**src/include/mioc_pkg.sv**
```systemverilog
// Operation
// - aux air enabled: output drives air valve
// - aux air disabled: output is first pen
// - air output follows laser or job
// - status pin: second pen or working status
// - status output on while job runs
// - grounded shot input fires laser pulse
// - interlock enable; disabled input ignored entirely
// - enabled interlock: high or floating means alarm
// - alarm stops motion and laser together
// - idle plus run request starts job
// - running plus run request pauses job
// - paused plus run request resumes job
package mioc_pkg;

  // ==========================================================
  // register map
  localparam logic [11:0] MIOC_CTRL = 12'h000;
  localparam logic [11:0] MIOC_STAT = 12'h004;
  localparam logic [11:0] MIOC_IRQ_STATUS = 12'h008;
  localparam logic [11:0] MIOC_IRQ_CLEAR = 12'h00c;
  localparam logic [11:0] MIOC_IRQ_ENABLE = 12'h010;

  // ==========================================================
  // control fields
  localparam int MIOC_CTRL_AIR_EN = 0;
  localparam int MIOC_CTRL_AIR_WITH_JOB = 1;
  localparam int MIOC_CTRL_GUARD_EN = 2;
  localparam int MIOC_CTRL_PEN1 = 3;
  localparam int MIOC_CTRL_PEN2 = 4;
  localparam int MIOC_CTRL_GOUT1 = 5;
  localparam int MIOC_CTRL_GOUT2 = 6;
  localparam int MIOC_CTRL_CFG_DONE = 7;
  localparam logic [7:0] MIOC_CTRL_RESET = 8'h00;

  // interrupt bits
  localparam int MIOC_EV_START = 0;
  localparam int MIOC_EV_PAUSE = 1;
  localparam int MIOC_EV_RESUME = 2;
  localparam int MIOC_EV_SHOT = 3;
  localparam int MIOC_EV_ALARM = 4;
  localparam int MIOC_EV_W = 5;

  // ==========================================================
  // timing
  localparam int MIOC_CLK_HZ = 25_000_000;
  localparam int MIOC_DEBOUNCE_US = 1;
  localparam int MIOC_DEBOUNCE_CYC = MIOC_DEBOUNCE_US * (MIOC_CLK_HZ / 1_000_000);
  localparam int MIOC_SHOT_US = 10;
  localparam int MIOC_SHOT_CYC = MIOC_SHOT_US * (MIOC_CLK_HZ / 1_000_000);
  localparam int MIOC_CNT_W = 8;

  typedef enum logic [1:0] {MIOC_IDLE, MIOC_RUN, MIOC_PAUSE} mioc_job_e;

  typedef struct packed {
    logic gout1;
    logic gout2;
    logic shot;
    logic guard;
    logic run;
  } mioc_pins_s;

endpackage : mioc_pkg

```
**src/hdl/mioc_top.sv**
```systemverilog
// The implementer's own choices: register access over APB and the register addresses.
`timescale 1ns/1ns
`default_nettype none
module mioc_top
  import mioc_pkg::*;
(
  input wire logic pclk,
  input wire logic presetn,
  input wire logic clk_en,
  input wire logic psel,
  input wire logic penable,
  input wire logic pwrite,
  input wire logic [11:0] paddr,
  input wire logic [31:0] pwdata,
  output logic [31:0] prdata,
  output logic pready,
  output logic pslverr,
  input wire mioc_pins_s pins_in,
  input wire logic laser_active,
  input wire logic job_done,
  output logic air_assist_out,
  output logic status_out,
  output logic general_output_one,
  output logic general_output_two,
  output logic laser_pulse,
  output logic motion_stop,
  output logic laser_kill,
  output logic job_running,
  output logic irq
);

  // ==========================================================
  // input synchronise and debounce
  logic [4:0] sync1, sync2, stable;
  logic [4:0] stable_q;
  logic [MIOC_CNT_W-1:0] db_cnt [5];

  always_ff @(posedge pclk or negedge presetn) begin
    if (!presetn) begin
      sync1 <= 5'h1f;
      sync2 <= 5'h1f;
    end else if (clk_en) begin
      sync1 <= pins_in;
      sync2 <= sync1;
    end
  end

  // idle level is high for every input: guard open counts as alarm after enable
  for (genvar i = 0; i < 5; i++) begin : g_db
    always_ff @(posedge pclk or negedge presetn) begin
      if (!presetn) begin
        db_cnt[i] <= '0;
        stable[i] <= 1'b1;
      end else if (clk_en) begin
        if (sync2[i] == stable[i]) begin
          db_cnt[i] <= '0;
        end else if (db_cnt[i] == MIOC_CNT_W'(MIOC_DEBOUNCE_CYC - 1)) begin
          db_cnt[i] <= '0;
          stable[i] <= sync2[i];
        end else begin
          db_cnt[i] <= db_cnt[i] + 1'b1;
        end
      end
    end
  end

  always_ff @(posedge pclk or negedge presetn) begin
    if (!presetn) begin
      stable_q <= 5'h1f;
    end else if (clk_en) begin
      stable_q <= stable;
    end
  end

  // falling edges of active low inputs, bit order from mioc_pins_s
  logic run_fall, shot_fall, guard_high;
  assign run_fall = stable_q[0] && !stable[0];
  assign shot_fall = stable_q[2] && !stable[2];

  // ==========================================================
  // control register
  logic [7:0] ctrl;
  logic [MIOC_EV_W-1:0] irq_status, irq_enable;
  logic wr;
  assign wr = psel && penable && pwrite && clk_en;

  always_ff @(posedge pclk or negedge presetn) begin
    if (!presetn) begin
      ctrl <= MIOC_CTRL_RESET;
      irq_enable <= '0;
    end else if (wr) begin
      if (paddr == MIOC_CTRL) begin
        ctrl <= pwdata[7:0];
      end
      if (paddr == MIOC_IRQ_ENABLE) begin
        irq_enable <= pwdata[MIOC_EV_W-1:0];
      end
    end
  end

  logic cfg_done, guard_en;
  assign cfg_done = ctrl[MIOC_CTRL_CFG_DONE];
  assign guard_en = ctrl[MIOC_CTRL_GUARD_EN];
  assign guard_high = guard_en && stable[1];

  // ==========================================================
  // job state machine
  mioc_job_e job;
  logic alarm;
  logic ev_start, ev_pause, ev_resume;
  assign ev_start = job == MIOC_IDLE && run_fall && cfg_done && !guard_high;
  assign ev_pause = job == MIOC_RUN && run_fall;
  assign ev_resume = job == MIOC_PAUSE && run_fall && !guard_high;

  always_ff @(posedge pclk or negedge presetn) begin
    if (!presetn) begin
      job <= MIOC_IDLE;
    end else if (clk_en) begin
      unique case (job)
        MIOC_IDLE: begin
          if (ev_start) begin
            job <= MIOC_RUN;
          end
        end
        MIOC_RUN: begin
          if (guard_high || ev_pause) begin
            job <= MIOC_PAUSE;
          end else if (job_done) begin
            job <= MIOC_IDLE;
          end
        end
        MIOC_PAUSE: begin
          if (ev_resume) begin
            job <= MIOC_RUN;
          end
        end
        default: begin
          job <= MIOC_IDLE;
        end
      endcase
    end
  end

  always_ff @(posedge pclk or negedge presetn) begin
    if (!presetn) begin
      alarm <= 1'b0;
      motion_stop <= 1'b0;
      laser_kill <= 1'b0;
    end else if (clk_en) begin
      alarm <= guard_high;
      motion_stop <= guard_high;
      laser_kill <= guard_high;
    end
  end

  // ==========================================================
  // laser shot pulse
  logic [MIOC_CNT_W-1:0] shot_cnt;
  always_ff @(posedge pclk or negedge presetn) begin
    if (!presetn) begin
      shot_cnt <= '0;
      laser_pulse <= 1'b0;
    end else if (clk_en) begin
      if (shot_fall && !guard_high && shot_cnt == '0) begin
        shot_cnt <= MIOC_CNT_W'(MIOC_SHOT_CYC - 1);
        laser_pulse <= 1'b1;
      end else if (shot_cnt != '0 && !guard_high) begin
        shot_cnt <= shot_cnt - 1'b1;
      end else begin
        shot_cnt <= '0;
        laser_pulse <= 1'b0;
      end
    end
  end

  // ==========================================================
  // outputs, high means open collector on
  logic running;
  assign running = job == MIOC_RUN;
  always_ff @(posedge pclk or negedge presetn) begin
    if (!presetn) begin
      air_assist_out <= 1'b0;
      status_out <= 1'b0;
      general_output_one <= 1'b0;
      general_output_two <= 1'b0;
      job_running <= 1'b0;
    end else if (clk_en) begin
      job_running <= running;
      general_output_one <= cfg_done && ctrl[MIOC_CTRL_GOUT1];
      general_output_two <= cfg_done && ctrl[MIOC_CTRL_GOUT2];
      if (!cfg_done) begin
        air_assist_out <= 1'b0;
        status_out <= 1'b0;
      end else if (ctrl[MIOC_CTRL_AIR_EN]) begin
        air_assist_out <= ctrl[MIOC_CTRL_AIR_WITH_JOB] ? running
                                                       : (laser_active && running);
        status_out <= running;
      end else begin
        air_assist_out <= ctrl[MIOC_CTRL_PEN1];
        status_out <= ctrl[MIOC_CTRL_PEN2];
      end
    end
  end

  // ==========================================================
  // interrupts, set wins over clear
  logic [MIOC_EV_W-1:0] ev;
  logic alarm_rise;
  assign alarm_rise = guard_high && !alarm;
  assign ev = {alarm_rise, shot_fall, ev_resume, ev_pause, ev_start};
  always_ff @(posedge pclk or negedge presetn) begin
    if (!presetn) begin
      irq_status <= '0;
      irq <= 1'b0;
    end else if (clk_en) begin
      if (wr && paddr == MIOC_IRQ_CLEAR) begin
        irq_status <= (irq_status & ~pwdata[MIOC_EV_W-1:0]) | ev;
      end else begin
        irq_status <= irq_status | ev;
      end
      irq <= |(irq_status & irq_enable);
    end
  end

  // ==========================================================
  // apb read
  always_ff @(posedge pclk or negedge presetn) begin
    if (!presetn) begin
      prdata <= '0;
      pready <= 1'b0;
      pslverr <= 1'b0;
    end else if (clk_en) begin
      pready <= psel && !penable;
      pslverr <= psel && !penable && !(paddr == MIOC_CTRL || paddr == MIOC_STAT
        || paddr == MIOC_IRQ_STATUS || paddr == MIOC_IRQ_CLEAR || paddr == MIOC_IRQ_ENABLE);
      prdata <= '0;
      if (psel && !penable && !pwrite) begin
        unique case (paddr)
          MIOC_CTRL: prdata <= {24'h00_0000, ctrl};
          MIOC_STAT: prdata <= {24'h00_0000, stable[4], stable[3], stable[2], alarm,
                                stable[0], running, 2'(job)};
          MIOC_IRQ_STATUS: prdata <= {27'h000_0000, irq_status};
          MIOC_IRQ_ENABLE: prdata <= {27'h000_0000, irq_enable};
          default: prdata <= '0;
        endcase
      end
    end
  end

  // ==========================================================
  // checks
  a_stat_running: assert property (@(posedge pclk) disable iff (!presetn)
    clk_en && cfg_done && ctrl[MIOC_CTRL_AIR_EN] |=> status_out == $past(running))
    else $error("status not following job");
  a_pen_one: assert property (@(posedge pclk) disable iff (!presetn)
    clk_en && cfg_done && !ctrl[MIOC_CTRL_AIR_EN] |=> air_assist_out == $past(ctrl[MIOC_CTRL_PEN1]))
    else $error("pen one mismatch");
  a_guard_stop: assert property (@(posedge pclk) disable iff (!presetn)
    clk_en && guard_high |=> motion_stop && laser_kill && !laser_pulse)
    else $error("alarm did not stop");
  a_guard_ignore: assert property (@(posedge pclk) disable iff (!presetn)
    clk_en && !guard_en |=> !motion_stop && !laser_kill)
    else $error("disabled guard acted");
  a_start_job: assert property (@(posedge pclk) disable iff (!presetn)
    ev_start && clk_en |=> job == MIOC_RUN)
    else $error("job did not start");
  a_pause_job: assert property (@(posedge pclk) disable iff (!presetn)
    ev_pause && clk_en |=> job == MIOC_PAUSE)
    else $error("job did not pause");
  a_resume_job: assert property (@(posedge pclk) disable iff (!presetn)
    ev_resume && clk_en |=> job == MIOC_RUN)
    else $error("job did not resume");
  a_shot_fire: assert property (@(posedge pclk) disable iff (!presetn)
    clk_en && shot_fall && !guard_high && shot_cnt == '0 |=> laser_pulse)
    else $error("no laser pulse");
  a_cfg_off: assert property (@(posedge pclk) disable iff (!presetn)
    clk_en && !cfg_done |=> !air_assist_out && !status_out)
    else $error("output on before config");
  c_start: cover property (@(posedge pclk) ev_start);
  c_pause_resume: cover property (@(posedge pclk) ev_pause ##[1:1000] ev_resume);
  c_alarm: cover property (@(posedge pclk) alarm_rise && running);
  c_shot: cover property (@(posedge pclk) laser_pulse);

endmodule : mioc_top
`default_nettype wire

```
**config.mk**
```make
export PLATFORM = sky130hd
export DESIGN_NAME = mioc_top
export DESIGN_NICKNAME = d
export VERILOG_FILES = /design/src/include/mioc_pkg.sv /design/src/hdl/mioc_top.sv
export SDC_FILE = /design/constraint.sdc
export NUM_CORES = 1
export LEC_CHECK = 0
export BUFFER_PORTS_ARGS = -buffer_cell sky130_fd_sc_hd__buf_2
export CAP_MARGIN = 20
export CORE_ASPECT_RATIO = 0.6
export CORE_UTILIZATION = 40
export DETAILED_ROUTE_END_ITERATION = 16
export PLACE_DENSITY = 0.58
export REMOVE_ABC_BUFFERS = 1
export SLEW_MARGIN = 20
export SYNTH_ARGS = -nofsm -noshare
export SYNTH_HDL_FRONTEND = slang
export SYNTH_SLANG_ARGS = --single-unit
```
**constraint.sdc**
```tcl
create_clock -name pclk -period 4.75 [get_ports pclk]
set_clock_uncertainty 0.15 [all_clocks]
set_input_delay 0.2375 -clock pclk [delete_from_list [all_inputs] [get_ports pclk]]
set_output_delay 0.2375 -clock pclk [all_outputs]
set_load 0.01 [all_outputs]
```
==> results of run 1 <==
registers in the layout, indices dropped and copies added, names as in the netlist:
signal	flops
job_running	1
job	2
air_assist_out	1
sync1	5
shot_cnt	8
general_output_one	1
laser_pulse	1
status_out	1
pslverr	1
irq_status	5
ctrl	8
general_output_two	1
irq	1
prdata	8
db_cnt	40
stable_q	2
sync2	5
stable	5
alarm	1
irq_enable	5
pready	1
final timing paths:
check / startpoint / to / slack (ns) / cells past startpoint
max reg2reg: shot_cnt[1] / shot_cnt[5] / 2.46 / 6
min reg2reg: prdata[7] / prdata[7] / 0.34 / 1
max in group asynchronous: presetn / sync1[0] / 3.03 / 3
min: pwdata[5] / ctrl[5] / 0.008 / 2
max: clk_en / db_cnt[13] / 2.32 / 7
min in group asynchronous: presetn / job_running / 0.41 / 2
logic make-up (layout without fill, tap and decap cells):
kind of cell / after synthesis / after routing / synth area share (%)
adder cells (fa/ha/maj): 12 / 12 / 2.70
flip-flops: 103 / 103 / 47.5
buffers and inverters: 70 / 103 / 6.59
AND/OR/NAND/NOR: 153 / 153 / 15.6
multiplexers: 43 / 43 / 8.56
other: 1 / 24 / 0.0686
XOR/XNOR: 19 / 19 / 3.04
AO/OA/AOI/OAI: 120 / 120 / 15.9
cell type report:
cell class	count	area [sq um]	area share, %
sequential	103	2600	42.3
multi-input combinational	371	2590	42.2
timing repair buffer	62	360	5.86
clock buffer	11	233	3.79
tap	170	213	3.46
inverter	26	97.6	1.59
clock inverter	4	47.5	0.774
routing by layer:
| layer | up-vias | share of wire [%] | track usage, % |
|---|---|---|---|
| met5 | - | 0 | 0 |
| met4 | 0 | 0.95 | 4.46 |
| met3 | 10 | 4.7 | 4.02 |
| met2 | 103 | 43 | 27.1 |
| met1 | 1983 | 52 | 26.3 |
| li1 | 1965 | - | - |
power breakdown:
group,internal [mW],total [mW],switching (mW)
clock network,0.405,0.718,0.313
logic,0.129,0.308,0.179
registers,0.950,1.02,0.0755
synthesized netlist by cell type (7+ instances only):
cell / number / area share (%)
dfrtp_1: 86 / 39
buf_4: 25 / 3.4
o2bb2ai_1: 20 / 3.2
o21ai_0: 30 / 2.7
a31oi_1: 10 / 1.1
a21oi_1: 9 / 0.82
nand3_1: 24 / 2.2
mux2_2: 30 / 6.2
dfstp_2: 17 / 8.2
ha_1: 11 / 2.5
nor2_1: 23 / 1.6
xnor2_1: 11 / 1.8
nand4_1: 8 / 0.92
a22o_1: 9 / 1.4
a21o_1: 7 / 0.96
clkbuf_1: 11 / 0.76
nand2_1: 33 / 2.3
nor3_1: 12 / 1.1
mux2i_1: 13 / 2.4
nand2b_1: 8 / 0.92
xor2_1: 8 / 1.3
inv_1: 25 / 1.7
critical path, cell delays in order:
cell and delay, ns:
buf_2 0.17, buf_4 0.62, clkinv_1 0.17, buf_4 0.32, a311oi_2 0.56, o21ai_0 0.21
a31oi_1 0.20
timing repair:
action / in CTS / in global routing
gates resized for setup: 0 / 0
hold buffers: 8 / 0
hold endpoints to repair: 68 / 0
==> metrics.txt, run 1 <==
outcome=completed; Power Density=~330 mW/mm^2; Worst Setup Slack, final=2.32 ns; number of synthesized flops with an enable pin=0; buffers added on ports=between 50 and 60; Slew @ Worst Pin=approximately 0.93 ns; share of cells above drive strength 1=approximately a fifth; Core ar.=about 0.013 sq mm; die area=~0.014 sq mm; hold_ws=around 0.008 ns; Primary FF master, synth=dfrtp_1; startpoint types=input port; Final GP Congestion=0.814; # clock sinks=103; Worst-path clk slew=roughly 0.07 ns; Post-DRT Antenna Nets=0; Hold Fails Final Rpt=0; clock latency on the worst-skew pair=between 0.3 and 0.4 ns; Design Area, Final=~0.0061 sq mm; CTS tree=done; Pleak=2.71 nW; number of filler cells placed in the layout=1,230; Ys Warns=0; count of final setup violators=0; Place WS=2.02 ns; commonest cells after routing, fill and taps aside=dfrtp_1, buf_2, nand2_1; CTS root buf=clkbuf_16; Initial DRC Count=217; commonest non-fill, non-tap cell in the layout=dfrtp_1; average size of a mapped cell=10.5 sq um; final period utilization=between 50% and 60%; P&R area growth vs syn=12.4%; Setup TNS=0 ns; Synth Register Bits=slightly above 100; Cells after Synth=approximately 520; final WL=12,000 microns; vias per cell=around 5.4; CTS buffer count=9; placed inst area=just under 0.006 sq mm; Post-DP HPWL=around 8200 microns; # Post-CTS Setup Buffers=0; crit path time final=2.43 ns; Crit path required time=roughly 4.9 ns; synth unique cells=66; 1st-pass router iterations=5; maxcap violations=0; kind of critical path=input port to flip-flop; Crit Path Max Fanout=69; Die Span X=roughly 150 microns; Layout Nets=641; Max VDD drop=0.188 mV; Rel. slew slack=about two fifths; Final Util=a little under half; initial antenna violation count=0; RSZ-0062 raised after global routing=no; Pins Over Slew Limit=0; min-delay worst type=input port to flip-flop; clk buf depth=2; Total GRT Usage=between 10% and 20%; Max Clock Freq=~410 MHz; crit path DAT=roughly 2.5 ns; Seq/Total Area, Yosys=about 48%; first-pass GRT wire length=roughly 20,000 microns; DRC viols=0; ant diodes=0; ys async rst share=100%; drt wl/cell=16.0 microns; cell area after synthesis=0.00547 sq mm; FP Rows=32; Final Total Pwr=between 2 and 2.5 mW; pin count of the biggest net entering global routing=72; H-tree depth=3; Ports=100; vias in the first global route=around 4,000; Via Count=4,061; GRT overflow=0; die height=92.6 microns; dpl cells=just over 700; Initial Util=between 40% and 50%; Critical Path End Type=flip-flop; Finished Layout Cells=about 750
No activity file was read; power rests on OpenSTA's default activity.
==> run 2, diff against run 1 <==
==> constraint.sdc (replaced) <==
create_clock -name pclk -period 2.3 [get_ports pclk]
set_clock_uncertainty 0.15 [all_clocks]
set_input_delay 0.115 -clock pclk [delete_from_list [all_inputs] [get_ports pclk]]
set_output_delay 0.115 -clock pclk [all_outputs]
set_load 0.01 [all_outputs]
==> run 2 against run 1 <==
Compared with the run above:
- global-route usage grew 0.81 points
- register-to-register slack got worse by 2.3 ns
- combinational power increased by 120%
- largest power group unchanged
- highest routed layer unchanged
==> metrics.txt, run 2 (synthesis gave the netlist of run 1 again) <==
cells on worst reg2reg path=6 (unchanged); Total GRT Usage=18.9% (+0.81 points); Max VDD drop=0.302 mV (+61%); Finished Layout Cells=768 (+2.8%); RSZ-0062 raised after global routing=no; Layout Nets=661 (+3.1%); Via Count=4,157 (+2.4%); Clk pwr share=37.1% (+2.1 points); dpl cells=735 (+1.5%); Pins Over Slew Limit=0 (unchanged); DRC viols=0 (unchanged); die area=0.0142 sq mm (unchanged); final WL=12,300 microns (+2.8%); Setup TNS=0 ns (unchanged); vias in the first global route=4,007 (-0.25%); switching power total=1.21 mW (+110%); commonest cells after routing, fill and taps aside=dfrtp_1, buf_2, nand2_1; min-delay worst type=input port to flip-flop; Design Area, Final=0.00641 sq mm (+4.3%); Initial DRC Count=210 (-3.2%); Hold EP=prdata[7]; clock latency on the worst-skew pair=0.34 ns (about the same); Power Density=695 mW/mm^2 (+110%); buffers added on ports=51 (unchanged); Net Sw Frac=27.2% (-0.51 points); Worst-path clk slew=0.07 ns (about the same); P&R area growth vs syn=17.2%; ant diodes=0 (unchanged); first-pass GRT wire length=20,800 microns (+3.4%); initial antenna violation count=0 (unchanged); Rel. slew slack=60.6% (+22 points); kind of critical path=flip-flop to flip-flop; Crit Path Max Fanout=6 (-91%); crit path DAT=2.30 ns (-0.24 ns); pin count of the biggest net entering global routing=60 (-17%); placed inst area=0.00589 sq mm (+1.9%); Final GP Congestion=0.868 (+6.6%); Worst R2R Start=shot_cnt[0]; Comb pwr share=15.2% (+0.2 points); Initial Util=41.8% (unchanged); Reg power frac=47.6% (-2.4 points); count of final setup violators=0 (unchanged); H-tree depth=3 (unchanged); # clock sinks=103 (unchanged); share of cells above drive strength 1=23.6% (+2.3 points); clk buf depth=2 (unchanged); CTS buffer count=9 (unchanged); Ports=100 (unchanged); CTS root buf=clkbuf_16; CTS tree=done; drt wl/cell=16.0 microns (about the same); Critical Path End Type=flip-flop; Slew @ Worst Pin=0.591 ns (-0.334 ns); Crit path required time=2.43 ns (-2.43 ns); GRT overflow=0 (unchanged); Pleak=2.84 nW (+4.7%); Hold Fails Final Rpt=0 (unchanged); Critical R2R Capture=shot_cnt[3]; Biggest register=db_cnt; crit path time final=between 2 and 2.5 ns; maxcap violations=0 (unchanged); Final Total Pwr=4.46 mW (+120%); number of filler cells placed in the layout=1,201 (-2.4%); hold path depth=3 (+1); Post-DRT Antenna Nets=0 (unchanged); FP Rows=32 (unchanged); commonest non-fill, non-tap cell in the layout=dfrtp_1; Core ar.=0.0131 sq mm (unchanged); 1st-pass router iterations=5 (unchanged); outcome=completed; flip-flop count of the largest register after layout=40 (unchanged); die height=92.6 microns (unchanged); vias per cell=5.41 (-0.44%); Die Span X=153 microns (unchanged); Post-DP HPWL=8740 microns (+6.1%); Max Clock Freq=between 400 and 500 MHz; final period utilization=94.0%; reg2reg setup slack=0.14 ns (-2.32 ns); P_int=3.24 mW (+120%); startpoint types=flip-flop; HP Start=paddr[2]
==> run 2: per-stage QoR <==
step / utilization, % / setup slack [ns] / hold WS, ns
after floorplan: - / 0.251 / -0.331
after global placement: 45.0 / 0.172 / -0.0833
after detailed placement: 45.0 / 0.115 / -0.0790
after CTS: 48.8 / 0.0998 / 0.00215
after global routing: 48.9 / 0.00199 / 0.00917
final: 48.9 / 0.138 / 0.00883
==> run 2: layout make-up <==
| cell class | instances | area (sq um) | area share [%] |
|---|---|---|---|
| timing repair buffer | 82 | 558 | 8.71 |
| tap | 170 | 213 | 3.32 |
| clock buffer | 11 | 243 | 3.79 |
| sequential | 103 | 2600 | 40.6 |
| clock inverter | 5 | 81.3 | 1.27 |
| inverter | 26 | 97.6 | 1.52 |
| multi-input combinational | 371 | 2620 | 40.8 |
==> run 2: timing repair <==
action	CTS	global route
hold buffers	17	0
setup endpoints to repair	0	5
resized for setup	0	5
hold endpoints to repair	117	0
buffers inserted	0	0
==> run 2: power groups by stage <==
stage / Combinational, mW / Clock (mW) / Sequential, mW
final: 0.679 / 1.65 / 2.12
after global routing: 0.771 / 1.78 / 2.15
after CTS: 0.667 / 1.70 / 2.12
after detailed placement: 0.641 / 0 / 2.15
after global placement: 0.615 / 0 / 2.14
after floorplan: 0.418 / 0 / 2.11
==> run 2: layer usage <==
layer,GRT usage [%],share of wire (%),vias up
li1,-,-,2010
met1,27.6,52,2057
met2,27.8,43,74
met3,3.93,4.0,16
met4,6.06,1.4,0
met5,0,0,-
==> run 2: worst max path at each step <==
stage                            from     endpoint  slack, ns  cells after the start
final                     shot_cnt[0]  shot_cnt[3]       0.14                      6
after global routing      shot_cnt[0]  shot_cnt[7]      0.002                      6
after CTS                 shot_cnt[0]  shot_cnt[5]        0.1                      6
after detailed placement  shot_cnt[0]  shot_cnt[5]       0.12                      6
after global placement    shot_cnt[0]  shot_cnt[7]       0.17                      6
after floorplan           shot_cnt[0]  shot_cnt[5]       0.25                      6
==> run 2: critical path, cell delays in order (launching register included) <==
cell and delay [ns]:
dfrtp_1 0.42, inv_1 0.07, ha_1 0.18, or3b_4 0.40, or3_4 0.40, or3_4 0.39
nand2_1 0.07
==> run 3, diff against run 2 <==
--- a/config.mk
+++ b/config.mk
@@ -8,10 +8,9 @@
 export BUFFER_PORTS_ARGS = -buffer_cell sky130_fd_sc_hd__buf_2
 export CAP_MARGIN = 20
 export CORE_ASPECT_RATIO = 0.6
-export CORE_UTILIZATION = 40
+export CORE_UTILIZATION = 30
 export DETAILED_ROUTE_END_ITERATION = 16
-export PLACE_DENSITY = 0.58
-export REMOVE_ABC_BUFFERS = 1
+export PLACE_DENSITY = 0.45
 export SLEW_MARGIN = 20
 export SYNTH_ARGS = -nofsm -noshare
 export SYNTH_HDL_FRONTEND = slang
==> run 3 against run 2 <==
Compared with the run above:
- maximum frequency is 1.2% lower
- critical path type is now input port to flip-flop
- via count fell by 1.1%
- total power fell by 3.1%
- routed wire length rose by 6.2%
==> metrics.txt, run 3 (synthesis gave the netlist of run 1 again) <==
outcome=completed; Post-DP HPWL=9390 microns (+7.4%); commonest cells after routing, fill and taps aside=dfrtp_1, buf_2, nand2_1; H-tree depth=3 (unchanged); commonest non-fill, non-tap cell in the layout=dfrtp_1; Slew @ Worst Pin=0.600 ns (+0.00908 ns); RSZ-0062 raised after global routing=no; Pins Over Slew Limit=0 (unchanged); Power Density=672 mW/mm^2 (-3.4%); Max Clock Freq=457 MHz (-1.2%); P&R area growth vs syn=17.5%; Via Count=4,110 (-1.1%); Worst-path clk slew=0.07 ns (about the same); vias in the first global route=4,075 (+1.7%); initial antenna violation count=0 (unchanged); die height=107 microns (+15%); hold path depth=3 (unchanged); Critical Path End Type=flip-flop; met2 GRT Util=20.7% (-7.1 points); kind of critical path=input port to flip-flop; Final Util=36.7% (-12 points); Rel. slew slack=60.0% (-0.61 points); CTS buffer count=9 (unchanged); Hold Fails Final Rpt=0 (unchanged); Pleak=2.81 nW (-1.2%); cells on worst reg2reg path=6 (unchanged); final WL=13,100 microns (+6.2%); Total GRT Usage=15.0% (-3.8 points); clock latency on the worst-skew pair=0.34 ns (about the same); ant diodes=0 (unchanged); crit path time final=2.19 ns (+0.0267 ns); Initial Util=31.2% (-11 points); die area=0.0188 sq mm (+33%); Ports=100 (unchanged); placed inst area=0.00595 sq mm (+0.98%); met3 Usage GRT=3.12% (-0.81 points); share of cells above drive strength 1=22.8% (-0.76 points); Biggest register=db_cnt; hold_ws=0.0316 ns (+0.0228 ns); Final GP Congestion=0.795 (-8.4%); gr busiest metal=met1; Layout Nets=659 (-0.30%); crit path DAT=2.26 ns (-0.04 ns); CTS tree=done; FP Rows=37 (+16%); 1st-pass router iterations=4 (-1); final period utilization=95.2% (+1.2 points); Post-DRT Antenna Nets=0 (unchanged); Crit path required time=2.37 ns (-0.06 ns); clk buf depth=2 (unchanged); Die Span X=176 microns (+15%); # clock sinks=103 (unchanged); Max VDD drop=0.334 mV (+11%); Final Total Pwr=4.32 mW (-3.1%); met1 GRT Util=23.3% (-4.3 points); Design Area, Final=0.00643 sq mm (+0.27%); drt wl/cell=15.8 microns (-1.7%); min-delay worst type=input port to flip-flop; Setup TNS=0 ns (unchanged); buffers added on ports=51 (unchanged); DRC viols=0 (unchanged); Core ar.=0.0175 sq mm (+34%); count of final setup violators=0 (unchanged); maxcap violations=0 (unchanged); pin count of the biggest net entering global routing=72 (+20%); vias per cell=4.95 (-8.5%); first-pass GRT wire length=21,900 microns (+5.2%); flip-flop count of the largest register after layout=40 (unchanged); CTS root buf=clkbuf_16; Initial DRC Count=312 (+49%); Crit Path Max Fanout=5 (-1); startpoint types=input port; GRT overflow=0 (unchanged)
==> run 3: final cells by class <==
class	instances	area [sq um]
fill	1773	11100
sequential	103	2600
clock buffer	11	233
inverter	26	97.6
timing repair buffer	80	541
clock inverter	5	58.8
multi-input combinational	371	2610
tap	234	293
==> run 3: report_power, final <==
part / leakage (nW) / switching, mW / internal (mW)
Sequential: 1.35 / 0.165 / 1.96
Combinational: 1.32 / 0.373 / 0.298
Clock: 0.136 / 0.676 / 0.846
Total: 2.81 / 1.21 / 3.10
==> run 3: routing by layer <==
metal | vias to the layer above | share of wire, %
met5 | - | 0
met4 | 0 | 1.2
met2 | 79 | 41
met1 | 2022 | 54
met3 | 12 | 4.3
li1 | 1997 | -
==> run 3: worst max-delay path, cell delays in order <==
cell,delay [ns]
dlygate4sd3_1,0.53
buf_2,0.12
nand4_1,0.22
or4b_2,0.73
nor2_4,0.20
mux2_2,0.36
==> run 3: metrics by stage <==
stage,instances,setup WS [ns]
final,830,0.111
after global routing,830,0.00122
after CTS,828,0.0920
after detailed placement,796,0.114
after global placement,796,0.143
after floorplan,544,0.246
==> run 3: final timing paths <==
check	startpoint	to	slack, ns
worst min register to register	laser_pulse	laser_pulse	0.33
worst max-delay path	pwrite	irq_enable[2]	0.11
max in group asynchronous	presetn	sync1[3]	1.26
worst max register to register	shot_cnt[0]	shot_cnt[5]	0.11
min in group asynchronous	presetn	db_cnt[37]	0.08
worst min-delay path	psel	pslverr	0.03
==> run 3: what timing repair did <==
item,in CTS,in global routing
resized for setup,0,2
hold buffers,16,0
buffers inserted,0,2
endpoints found under the setup margin,0,2
endpoints found under the hold margin,114,0
